### config.mk
export PLATFORM = sky130hd
export DESIGN_NAME = clock_sync_serial_port
export DESIGN_NICKNAME = d
export VERILOG_FILES = /design/src/core/clock_sync_serial_pkg.sv /design/src/core/clock_sync_serial_port.sv
export SDC_FILE = /design/constraint.sdc
export NUM_CORES = 1
export LEC_CHECK = 0
export BUFFER_PORTS_ARGS = -buffer_cell sky130_fd_sc_hd__clkbuf_2
export CAP_MARGIN = 20
export CELL_PAD_IN_SITES_DETAIL_PLACEMENT = 0
export CELL_PAD_IN_SITES_GLOBAL_PLACEMENT = 1
export CORE_MARGIN = 2
export CORE_UTILIZATION = 35
export DETAILED_ROUTE_END_ITERATION = 12
export GPL_ROUTABILITY_DRIVEN = 0
export GPL_TIMING_DRIVEN = 0
export PLACE_DENSITY_LB_ADDON = 0.1
export SETUP_SLACK_MARGIN = 0.4
export SLEW_MARGIN = 20
export SYNTH_ARGS = -nofsm -noshare
export SYNTH_HDL_FRONTEND = slang
export SYNTH_SLANG_ARGS = --single-unit
### constraint.sdc
create_clock -name pclk -period 2.4 [get_ports pclk]
set_clock_uncertainty 0.15 [all_clocks]
set_input_delay 0.12 -clock pclk [delete_from_list [all_inputs] [get_ports pclk]]
set_output_delay 0.12 -clock pclk [all_outputs]
set_load 0.01 [all_outputs]
### src/core/clock_sync_serial_pkg.sv
// constants shared by the clock-synchronous serial port
package clock_sync_serial_pkg;

	// =====================================================================
	// register byte addresses
	localparam logic [7:0] MODE_ADDR = 8'h00;
	localparam logic [7:0] CTRL0_ADDR = 8'h04;
	localparam logic [7:0] CTRL1_ADDR = 8'h08;
	localparam logic [7:0] PINCTRL_ADDR = 8'h0c;
	localparam logic [7:0] BITRATE_ADDR = 8'h10;
	localparam logic [7:0] TXBUF_ADDR = 8'h14;
	localparam logic [7:0] RXBUF_ADDR = 8'h18;
	localparam logic [7:0] TXIRQ_ADDR = 8'h1c;

	// =====================================================================
	// field positions
	localparam int MODE_EXT_CLK = 3;
	localparam int MODE_SLEEP = 7;
	localparam int C0_FLOW_RTS = 2;
	localparam int C0_TXE = 3;
	localparam int C0_FLOW_OFF = 4;
	localparam int C0_POL = 6;
	localparam int C0_MSB = 7;
	localparam int C1_TE = 0;
	localparam int C1_TBE = 1;
	localparam int C1_RE = 2;
	localparam int C1_FULL = 3;
	localparam int C1_OVR = 4;
	localparam int PIN_TX0 = 2;
	localparam int PIN_TX1 = 3;
	localparam int PIN_TX2 = 5;

	// =====================================================================
	// reset values and fixed figures
	localparam logic [2:0] SYNC_MODE_CODE = 3'h1;
	localparam logic [7:0] MODE_RST = 8'h00;
	localparam logic [7:0] CTRL0_RST = 8'h08;
	localparam logic [7:0] PINCTRL_RST = 8'h00;
	localparam logic [7:0] BITRATE_RST = 8'h00;
	localparam logic [3:0] FRAME_BITS = 4'h8;
	localparam logic [4:0] FRAME_EDGES = 5'h10;

	// source clock prescale terminal counts, selected by clock_source_sel bits
	localparam logic [5:0] PRE_DIV1 = 6'h00;
	localparam logic [5:0] PRE_DIV8 = 6'h07;
	localparam logic [5:0] PRE_DIV32 = 6'h1f;
	localparam logic [5:0] PRE_DIV64 = 6'h3f;

	typedef enum logic {TX_IDLE, TX_SHIFT} tx_state_t;

endpackage : clock_sync_serial_pkg

### src/core/clock_sync_serial_port.sv
// clock-synchronous serial port with apb register access
//
// Local design decisions: the placing of the registers and the APB slave port.
`timescale 1ns/1ps

module clock_sync_serial_port #(
	parameter int PRESCALE_W = 6
) (
	input wire logic pclk,
	input wire logic presetn,
	input wire logic psel,
	input wire logic penable,
	input wire logic pwrite,
	input wire logic [7:0] paddr,
	input wire logic [31:0] pwdata,
	output logic [31:0] prdata,
	output logic pready,
	output logic pslverr,
	input wire logic sclk_in,
	output logic sclk_out,
	output logic sclk_oe,
	input wire logic rxd,
	output logic txd,
	output logic [2:0] txd_pin_en,
	input wire logic flow_in,
	output logic flow_out,
	output logic flow_oe
);

	// elaboration check: the prescaler must reach the largest terminal count
	if (PRESCALE_W < 6)
	begin : g_bad_prescale
		$error("PRESCALE_W must hold the largest prescale count");
	end

	// =====================================================================
	// helpers
	function automatic logic [7:0] reverse8(input logic [7:0] v, input logic en);
		logic [7:0] r;
		r = v;
		for (int i = 0; i < 8; i++)
			r[i] = en ? v[7 - i] : v[i];
		return r;
	endfunction : reverse8

	// =====================================================================
	// register state
	logic [7:0] mode_reg;
	logic [7:0] ctrl0;
	logic [7:0] pin_ctrl;
	logic [7:0] bit_rate;
	logic [7:0] tx_buffer;
	logic [7:0] rx_buffer;
	logic clock_source_sel_lo;
	logic clock_source_sel_hi;
	logic transmit_enable_flag;
	logic tx_buffer_empty_flag;
	logic tx_register_empty_flag;
	logic receive_enable_flag;
	logic rx_buffer_full_flag;
	logic overrun_error_flag;
	logic tx_irq_req;
	logic [31:0] next_prdata;

	// apb decode: no wait states, data latched in the setup cycle
	wire setup = psel & ~penable;
	wire wr_en = psel & penable & pwrite;
	wire rd_en = psel & penable & ~pwrite;
	wire wr_mode = wr_en && paddr == clock_sync_serial_pkg::MODE_ADDR;
	wire wr_c0 = wr_en && paddr == clock_sync_serial_pkg::CTRL0_ADDR;
	wire wr_c1 = wr_en && paddr == clock_sync_serial_pkg::CTRL1_ADDR;
	wire wr_pin = wr_en && paddr == clock_sync_serial_pkg::PINCTRL_ADDR;
	wire wr_rate = wr_en && paddr == clock_sync_serial_pkg::BITRATE_ADDR;
	wire wr_txbuf = wr_en && paddr == clock_sync_serial_pkg::TXBUF_ADDR;
	wire wr_irq = wr_en && paddr == clock_sync_serial_pkg::TXIRQ_ADDR;
	wire rd_rxbuf = rd_en && paddr == clock_sync_serial_pkg::RXBUF_ADDR;
	wire mapped = paddr <= clock_sync_serial_pkg::TXIRQ_ADDR && paddr[1:0] == 2'h0;
	assign pready = penable;
	assign pslverr = psel & penable & ~mapped;

	// =====================================================================
	// mode decode
	wire sync_mode = mode_reg[2:0] == clock_sync_serial_pkg::SYNC_MODE_CODE;
	wire ext_clk = mode_reg[clock_sync_serial_pkg::MODE_EXT_CLK];
	wire pol = ctrl0[clock_sync_serial_pkg::C0_POL];
	wire msb_first = ctrl0[clock_sync_serial_pkg::C0_MSB];
	wire flow_used = ~ctrl0[clock_sync_serial_pkg::C0_FLOW_OFF];
	wire flow_is_rts = ctrl0[clock_sync_serial_pkg::C0_FLOW_RTS];
	wire cts_ok = ~flow_used | flow_is_rts | ~flow_in;

	// read mux, error bits of control1 other than overrun read zero
	wire [7:0] ctrl1_rd = {3'h0, overrun_error_flag, rx_buffer_full_flag, receive_enable_flag,
		tx_buffer_empty_flag, transmit_enable_flag};
	wire [7:0] ctrl0_rd = {ctrl0[7:4], tx_register_empty_flag, ctrl0[2],
		clock_source_sel_hi, clock_source_sel_lo};
	always_comb
	begin
		next_prdata = 32'h0;
		if (paddr == clock_sync_serial_pkg::MODE_ADDR)
			next_prdata[7:0] = mode_reg;
		else if (paddr == clock_sync_serial_pkg::CTRL0_ADDR)
			next_prdata[7:0] = ctrl0_rd;
		else if (paddr == clock_sync_serial_pkg::CTRL1_ADDR)
			next_prdata[7:0] = ctrl1_rd;
		else if (paddr == clock_sync_serial_pkg::PINCTRL_ADDR)
			next_prdata[7:0] = pin_ctrl;
		else if (paddr == clock_sync_serial_pkg::BITRATE_ADDR)
			next_prdata[7:0] = bit_rate;
		else if (paddr == clock_sync_serial_pkg::TXBUF_ADDR)
			next_prdata[7:0] = tx_buffer;
		else if (paddr == clock_sync_serial_pkg::RXBUF_ADDR)
			next_prdata[7:0] = reverse8(rx_buffer, msb_first);
		else if (paddr == clock_sync_serial_pkg::TXIRQ_ADDR)
			next_prdata[0] = tx_irq_req;
	end

	always_ff @(posedge pclk or negedge presetn)
	begin
		if (!presetn)
			prdata <= 32'h0;
		else if (setup)
			prdata <= next_prdata;
	end

	// =====================================================================
	// plain configuration registers
	always_ff @(posedge pclk or negedge presetn)
	begin
		if (!presetn)
		begin
			mode_reg <= clock_sync_serial_pkg::MODE_RST;
			ctrl0 <= clock_sync_serial_pkg::CTRL0_RST;
			pin_ctrl <= clock_sync_serial_pkg::PINCTRL_RST;
			bit_rate <= clock_sync_serial_pkg::BITRATE_RST;
			clock_source_sel_lo <= 1'b0;
			clock_source_sel_hi <= 1'b0;
			transmit_enable_flag <= 1'b0;
			receive_enable_flag <= 1'b0;
		end
		else
		begin
			if (wr_mode)
				mode_reg <= {1'b0, pwdata[6:0]}; // bit 7 kept at zero
			if (wr_c0)
			begin
				ctrl0 <= pwdata[7:0];
				clock_source_sel_lo <= pwdata[0];
				clock_source_sel_hi <= pwdata[1];
			end
			if (wr_pin)
				pin_ctrl <= pwdata[7:0];
			if (wr_rate)
				bit_rate <= pwdata[7:0];
			if (wr_c1)
			begin
				transmit_enable_flag <= pwdata[clock_sync_serial_pkg::C1_TE];
				receive_enable_flag <= pwdata[clock_sync_serial_pkg::C1_RE];
			end
		end
	end

	// =====================================================================
	// internal shift clock: prescale, then n+1 divider, then toggle
	logic [PRESCALE_W-1:0] pre_cnt;
	logic [7:0] rate_cnt;
	logic sclk;
	clock_sync_serial_pkg::tx_state_t tx_state;
	wire tx_busy = tx_state == clock_sync_serial_pkg::TX_SHIFT;
	wire [PRESCALE_W-1:0] pre_top = PRESCALE_W'(
		{clock_source_sel_hi, clock_source_sel_lo} == 2'h0 ? clock_sync_serial_pkg::PRE_DIV1 :
		{clock_source_sel_hi, clock_source_sel_lo} == 2'h1 ? clock_sync_serial_pkg::PRE_DIV8 :
		{clock_source_sel_hi, clock_source_sel_lo} == 2'h2 ? clock_sync_serial_pkg::PRE_DIV32 :
		clock_sync_serial_pkg::PRE_DIV64);
	wire src_tick = pre_cnt == pre_top;
	wire half_tick = src_tick && rate_cnt == bit_rate && tx_busy && !ext_clk;

	// dividers run only during a byte so each byte starts on a full half period
	always_ff @(posedge pclk or negedge presetn)
	begin
		if (!presetn)
		begin
			pre_cnt <= '0;
			rate_cnt <= 8'h0;
		end
		else if (!tx_busy)
		begin
			pre_cnt <= '0;
			rate_cnt <= 8'h0;
		end
		else
		begin
			pre_cnt <= src_tick ? '0 : pre_cnt + 1'b1;
			if (src_tick)
				rate_cnt <= rate_cnt == bit_rate ? 8'h0 : rate_cnt + 8'h1;
		end
	end

	// shift clock level, idles at the polarity's rest level
	always_ff @(posedge pclk or negedge presetn)
	begin
		if (!presetn)
			sclk <= 1'b1;
		else if (!tx_busy)
			sclk <= ~pol;
		else if (half_tick)
			sclk <= ~sclk;
	end

	// edge detection on whichever clock is active
	logic clk_prev;
	wire clk_now = ext_clk ? sclk_in : sclk;
	wire clk_rise = clk_now & ~clk_prev;
	wire clk_fall = ~clk_now & clk_prev;
	wire out_edge = pol ? clk_rise : clk_fall;
	always_ff @(posedge pclk or negedge presetn)
	begin
		if (!presetn)
			clk_prev <= 1'b1;
		else
			clk_prev <= clk_now;
	end

	// =====================================================================
	// transmitter
	logic [7:0] tx_shift;
	logic [4:0] tx_edges;
	logic tend_prev;
	wire transmit_end_signal = ~tx_busy;
	wire tx_load = transmit_end_signal && sync_mode && transmit_enable_flag
		&& !tx_buffer_empty_flag && cts_ok;
	wire tx_done = tx_busy && tx_edges == clock_sync_serial_pkg::FRAME_EDGES;

	// only the edge count ends a byte, never enable or clear-to-send
	always_ff @(posedge pclk or negedge presetn)
	begin
		if (!presetn)
		begin
			tx_state <= clock_sync_serial_pkg::TX_IDLE;
			tx_shift <= 8'h0;
			tx_edges <= 5'h0;
			txd <= 1'b1;
		end
		else if (tx_load)
		begin
			tx_state <= clock_sync_serial_pkg::TX_SHIFT;
			tx_shift <= tx_buffer;
			tx_edges <= 5'h0;
		end
		else if (tx_done)
			tx_state <= clock_sync_serial_pkg::TX_IDLE;
		else if (tx_busy && (clk_rise || clk_fall))
		begin
			tx_edges <= tx_edges + 5'h1;
			if (out_edge)
			begin
				txd <= tx_shift[0];
				tx_shift <= {1'b0, tx_shift[7:1]};
			end
		end
	end

	// buffer-empty: a write always wins, since it brings a new byte
	always_ff @(posedge pclk or negedge presetn)
	begin
		if (!presetn)
		begin
			tx_buffer <= 8'h0;
			tx_buffer_empty_flag <= 1'b1;
		end
		else if (wr_txbuf)
		begin
			tx_buffer <= reverse8(pwdata[7:0], msb_first);
			tx_buffer_empty_flag <= 1'b0;
		end
		else if (tx_load)
			tx_buffer_empty_flag <= 1'b1;
	end

	// register-empty one cycle after the end signal rises; a start clears it
	always_ff @(posedge pclk or negedge presetn)
	begin
		if (!presetn)
		begin
			tend_prev <= 1'b1;
			tx_register_empty_flag <= 1'b1;
		end
		else
		begin
			tend_prev <= transmit_end_signal;
			if (tx_load)
				tx_register_empty_flag <= 1'b0;
			else if (transmit_end_signal && !tend_prev)
				tx_register_empty_flag <= 1'b1;
		end
	end

	// transmit interrupt request: set wins over a software clear
	wire tbe_rise = wr_txbuf ? 1'b0 : tx_load;
	always_ff @(posedge pclk or negedge presetn)
	begin
		if (!presetn)
			tx_irq_req <= 1'b0;
		else if (tbe_rise)
			tx_irq_req <= 1'b1;
		else if (wr_irq)
			tx_irq_req <= pwdata[0];
	end

	// =====================================================================
	// receiver
	logic [7:0] rx_shift;
	logic [3:0] rx_bits;
	logic rts_hold;
	wire rx_on = receive_enable_flag && sync_mode;
	wire rx_sample = rx_on && clk_rise;
	wire rx_xfer = rx_sample && rx_bits == clock_sync_serial_pkg::FRAME_BITS - 4'h1;

	// shift in lsb first; the byte lands in the buffer on the eighth rising edge
	always_ff @(posedge pclk or negedge presetn)
	begin
		if (!presetn)
		begin
			rx_shift <= 8'h0;
			rx_bits <= 4'h0;
			rx_buffer <= 8'h0;
		end
		else if (!rx_on)
			rx_bits <= 4'h0;
		else if (rx_sample)
		begin
			rx_shift <= {rxd, rx_shift[7:1]};
			rx_bits <= rx_xfer ? 4'h0 : rx_bits + 4'h1;
			if (rx_xfer)
				rx_buffer <= {rxd, rx_shift[7:1]};
		end
	end

	// status flags: a new byte wins over a same-cycle buffer read
	always_ff @(posedge pclk or negedge presetn)
	begin
		if (!presetn)
		begin
			rx_buffer_full_flag <= 1'b0;
			overrun_error_flag <= 1'b0;
			rts_hold <= 1'b0;
		end
		else if (!receive_enable_flag)
		begin
			rx_buffer_full_flag <= 1'b0;
			overrun_error_flag <= 1'b0;
			rts_hold <= 1'b0;
		end
		else
		begin
			if (rx_xfer)
				rx_buffer_full_flag <= 1'b1;
			else if (rd_rxbuf)
				rx_buffer_full_flag <= 1'b0;
			if (rx_xfer && rx_buffer_full_flag)
				overrun_error_flag <= 1'b1;
			if (rx_sample && rx_bits == 4'h0)
				rts_hold <= 1'b1;
			else if (rd_rxbuf)
				rts_hold <= 1'b0;
		end
	end

	// =====================================================================
	// pins; the receive clock always comes from the peer when external
	assign sclk_out = sclk;
	assign sclk_oe = sync_mode & ~ext_clk;
	assign flow_out = ~receive_enable_flag | rts_hold;
	assign flow_oe = sync_mode & flow_used & flow_is_rts;
	assign txd_pin_en[0] = sync_mode & ~pin_ctrl[clock_sync_serial_pkg::PIN_TX0];
	assign txd_pin_en[1] = sync_mode & ~pin_ctrl[clock_sync_serial_pkg::PIN_TX1];
	assign txd_pin_en[2] = sync_mode & ~pin_ctrl[clock_sync_serial_pkg::PIN_TX2];
endmodule : clock_sync_serial_port

[Word level (Yosys, flattened, before mapping)]
Cells that the tools add are included.
Word-level totals
  register bits: 109
  input bits: 48
  output and inout port bits: 42
  logic and storage cells: 193
Operators by class
  add/subtract/negate cells: 4
  $lt $le $gt $ge: 1
  equal/unequal tests: 21
  mux-type cells: 63
  bitwise gates (word level): 33
  reduce and logical (&&, ||, !) cells: 43
Operators by type and width (count)
  $mux W8: 13
  $mux W1: 38
  $eq A8 B5 Y1 const B: 4
  $mux W6: 5
  $logic_and A1 B1 Y1: 24
  $not A1 Y1: 17
  $eq A8 B4 Y1 const B: 2
  $mux W5: 3
  $and A1 B1 Y1: 13
  $mux W4: 3
  $reduce_bool A2 Y1: 6
  $add A8 B1 Y8 const B: 1
  $eq A8 B3 Y1 const B: 1
  $eq A8 B8 Y1: 1
  $le A8 B5 Y1 const B: 1
  $logic_not A8 Y1: 1
  $ne A2 B1 Y1 const B: 4
  $mux W7: 1
  $add A6 B1 Y6 const B: 1
  $eq A6 B6 Y1: 1
  $ne A3 B1 Y1 const B: 2
  $reduce_and A3 Y1: 2
  $add A5 B1 Y5 const B: 1
  $eq A5 B5 Y1 const B: 1
  13 further kinds: 19

[Longest topological paths before layout]
  word-level depth: 10
  mapped depth: 10
  depth with buffers taken out: 8

[Worst setup path after synthesis]
No wires, ideal clock.
  path kind: flip-flop to flip-flop
  start point: register sclk, in the netlist sclk_out
  end point: register tx_shift[1]
  setup time: 0.118 ns
  arrival time: 2.166 ns
  data required time: 2.132 ns
  path slack: -0.035 ns
  cell stages (with the launch flop): 9
  buffers on the path: 1
  period minus slack after synthesis: 2.435 ns
  cells stage by stage: dfstp_2 -> mux2i_1 -> inv_1 -> ha_1 -> clkbuf_1 -> mux2i_1 -> nor4_2 -> nor2_1 -> a21o_1
On the way
  longest elaborated chain between the ends: 7
  elaborated cells on any way between the ends: 10
  classes of those cells: mux (2); bitwise (3); reduce/logical (5)
Ends and longest elaborated chain
  start, declared: line clock_sync_serial_port.sv:166  | logic sclk;
  start signal, assigned: line clock_sync_serial_port.sv:204  | sclk <= ~pol;
  start signal, assigned: line clock_sync_serial_port.sv:206  | sclk <= ~sclk;
  $mux W1 (*): line clock_sync_serial_port.sv:211  | wire clk_now = ext_clk ? sclk_in : sclk;
  via clk_now: line clock_sync_serial_port.sv:211
  $not A1 Y1: line clock_sync_serial_port.sv:213  | wire clk_fall = ~clk_now & clk_prev;
  $and A1 B1 Y1: line clock_sync_serial_port.sv:213
  $logic_or A1 B1 Y1: line clock_sync_serial_port.sv:251  | else if (tx_busy && (clk_rise || clk_fall))
  $logic_and A1 B1 Y1: line clock_sync_serial_port.sv:251
  $reduce_bool A2 Y1 (no source line)
  $reduce_and A3 Y1 (no source line) (*)
  end signal, assigned: line clock_sync_serial_port.sv:246  | tx_shift <= tx_buffer;
  end signal, assigned: line clock_sync_serial_port.sv:257  | tx_shift <= {1'b0, tx_shift[7:1]};
  end, declared: line clock_sync_serial_port.sv:225  | logic [7:0] tx_shift;
The timed path passes the listed nets; every way through them passes the cells marked *.
A chain may end at the register's enable or synchronous reset.

[Worst setup path in the final report]
  start point: register mode_reg[3]
  end point: register tx_shift[3]
On the way
  longest elaborated chain between the ends: 7
  elaborated cells on any way between the ends: 10
  classes of those cells: mux (2); bitwise (3); reduce/logical (5)
Ends and longest elaborated chain
  start, declared: line clock_sync_serial_port.sv:48  | logic [7:0] mode_reg;
  start signal, assigned: line clock_sync_serial_port.sv:131  | mode_reg <= clock_sync_serial_pkg::MODE_RST;
  start signal, assigned: line clock_sync_serial_port.sv:143  | mode_reg <= {1'b0, pwdata[6:0]};
  $mux W1 (*): line clock_sync_serial_port.sv:211
  via clk_now: line clock_sync_serial_port.sv:211
  $not A1 Y1: line clock_sync_serial_port.sv:213
  $and A1 B1 Y1: line clock_sync_serial_port.sv:213
  $logic_or A1 B1 Y1: line clock_sync_serial_port.sv:251
  $logic_and A1 B1 Y1: line clock_sync_serial_port.sv:251
  $reduce_bool A2 Y1 (no source line)
  $reduce_and A3 Y1 (no source line) (*)
Marks and branches as above.

==> flow_summary_export.csv <==
group,metric,value,unit
pwr,fin_total_pwr,4.55,mW
synth,synthFlopType,"dfrtp_1",
pwr,p_leak,3.25,nW
finish,final_nets,667,
cts,h-tree-depth,3,
setup_path,r2r_end,"tx_shift[3]",
grt,grt_use_total,18.3,%
timing,tns,0,ns
setup_path,cp_max_fo,10,
setup_path,rr_startpoint,"mode_reg[3]",
place,io_buffers,40,
setup_path,startpoint_type,"flop",
routing,drt-total-wl,14600,um
timing,slew_headroom,37.8,%
timing,period_minus_slack,2.10,ns
routing,drt_iter0_markers,270,
routing,drc,0,
flow_run,maxCapViolCount,0,
setup_path,end_kind,"flop",
worst_hold_path,hold_depth,2,
floorplanning,start_util,36.1,%
setup_path,path_cells,"mux2i_4 > inv_2 > ha_4 > clkbuf_16 > mux2i_4 > nor4_4 > buf_12 > a22o_1 > a21o_1",
setup_path,cpMostUsedCell,"mux2i_4",
synth,synthCells,507,
routing,via_count,4117,
place,hpwl,10600,um
synth,ys_seq_elements,105,
synth,yosys.area.top_type,"dfrtp_1",
grt,grt_max_degree,66,
timing,setup_ws,0.300,ns
setup_path,path_class,"flop to flop",
cts,cts-root-buf,"clkbuf_16",
cts,clock_tree.buffer_depth,2,
finish,final_common_cell,"dfrtp_1",
timing,rsz0062_at_grt,"true",
setup_path,slowest_delay,0.43,ns
synth,ys_types,63,
pwr,power_density,648,mW/mm^2
grt,grt_pass1_vias,4079,
cts,cts_tree,"yes",
floorplanning,die_w,130,um
grt,grt-ovfl-total,0,
worst_hold_path,min-delay-start,"pwdata[4]",
synth,avgSynthCellArea,10.9,sq um
floorplanning,io-pin-count,90,
synth,synthesis.area,0.00553,sq mm
worst_hold_path,min-delay-path-class,"input pin to flop",
cts,clock_sinks,105,
routing,via_per_inst,4.98,
routing,dr.pass1.iters,4,
setup_path,reg2reg_setup_slack,0.30,ns
status,status,"complete, no violations",
setup_path,worstPathRequired,2.50,ns
worst_hold_path,holdPathEnd,"mode_reg[4]",
routing,detail-route-antenna-nets,0,
setup_path,crit_slowest_cell,"dfrtp_2",
floorplanning,die-area,0.0168,sq mm
synth,synth_edf_count,0,
cts,clkLatencyLatePin,0.35,ns
timing,setup_viol,0,
finish,diodes,0,
timing,fmax,476,MHz
synth,synth_top_area_share,44.8,%
finish,drive_above_1_share,33.6,%
floorplanning,coreArea,0.0153,sq mm
routing,avgRoutedWirePerCell,17.6,um
finish,utilization,45.9,%
timing,period_share,87.5,%
synth,ys_seq_area_share,47.6,%
synth,async_flop_share,100,%
grt,antenna_found_initial,0,
timing,hold_viol,0,
timing,maxSlewViolCount,0,
synth,ys_top_cells_by_area,"dfrtp_1, mux2_2, mux2i_1",
pwr,vdd_drop_max,340,uV
grt,grt_pass1_wl,23200,um
finish,layout_common_cells,"dfrtp_1, nor2_1, clkbuf_2, buf_4, mux2_2",
setup_path,cp_data_arrival_time,2.20,ns
finish,syn2layout_area_growth,27.0,%
synth,yosys_warnings,0,
timing,worst_slew_pin_slew,0.926,ns
cts,cts_buffers,9,
setup_path,r2r_cells,9,
cts,cts.reportedPaths.clkPinSlew,0.08,ns
floorplanning,rows,45,
floorplanning,die_height,130,um
place,place_ws,-0.277,ns
[synth_stat cells, drive strengths merged, types with 7 or more instances]
library cell   n
a21oi         28
a22o           7
buf           34
clkbuf        11
dfrtp         99
ha             8
inv            9
mux2          54
mux2i         30
nand2         28
nand2b         7
nand3         10
nand4          7
nor2          50
nor2b          8
o21ai         21
xnor2         13
[critical path, delay by kind of cell (launching register included)]
kind,cells,cell delay (ns)
AND/OR/NAND/NOR,1,0.06
buffers and inverters,3,0.39
AO/OA/AOI/OAI,2,0.39
adder cells (fa/ha/maj),1,0.16
multiplexers,2,0.41
flip-flops,1,0.43
[per-layer routing]
layer  vias to the layer above  track usage (%)  routed length, um
met5                         -                0                  0
met1                      2025             26.1               7030
met3                        13             3.65                640
met4                         0             4.05                151
met2                        96             29.1               6770
li1                       1983                -                  -
[cells by family after synthesis]
group / after synthesis / synth area share (%)
buffers and inverters: 55 / 5.79
adders and majority gates: 8 / 1.81
DFF: 105 / 47.6
xor gates and xnor gates: 19 / 3.01
other: 1 / 0.0678
and+or+nand+nor: 140 / 13.6
muxes: 85 / 16.8
AOI/OAI and AO/OA: 94 / 11.3
[layout make-up]
class,count,area (sq um)
buffer,45,330
clock buffer,9,225
clock inverter,7,88.8
fill,1470,8290
inverter,10,37.5
multi-input combinational,370,2920
sequential,105,2640
tap,211,264
timing repair buffer,70,522
[report_power, final]
| part | leakage, nW | switching [mW] | internal, mW |
|---|---|---|---|
| Sequential | 1.42 | 0.0875 | 1.89 |
| Clock | 0.149 | 0.736 | 0.831 |
| Combinational | 1.68 | 0.521 | 0.489 |
| Total | 3.25 | 1.34 | 3.21 |
[worst max-delay path by stage]
| stage | from | end | depth (start not counted) |
|---|---|---|---|
| final | mode_reg[3] | tx_shift[3] | 9 |
| after global routing | mode_reg[3] | tx_shift[3] | 9 |
| after CTS | mode_reg[3] | rx_buffer[5] | 8 |
| after detailed placement | mode_reg[2] | tx_irq_req | 6 |
| after global placement | presetn | tx_edges[4] | 1 |
| after floorplan | sclk_out | tx_shift[1] | 8 |
[stage by stage]
step / hold slack (ns) / std cells / area, sq um
6_report: 0.0497 / 827 / 7030
5_1_grt: 0.0512 / 827 / 7030
4_1_cts: 0.0364 / 818 / 6850
3_5_place_dp: -0.0813 / 782 / 6180
3_3_place_gp: 0.230 / 781 / 6140
2_1_floorplan: -0.326 / 530 / 5680
[what timing repair did]
| action | CTS | global route |
|---|---|---|
| pin swaps | 5 | 11 |
| resized for setup | 40 | 25 |
| hold buffers | 9 | 0 |
| endpoints found under the setup margin | 45 | 39 |
| gates cloned | 1 | 0 |
| hold endpoints to repair | 124 | 0 |
| buffers inserted | 10 | 9 |
Power figures use the tool's default switching activity.
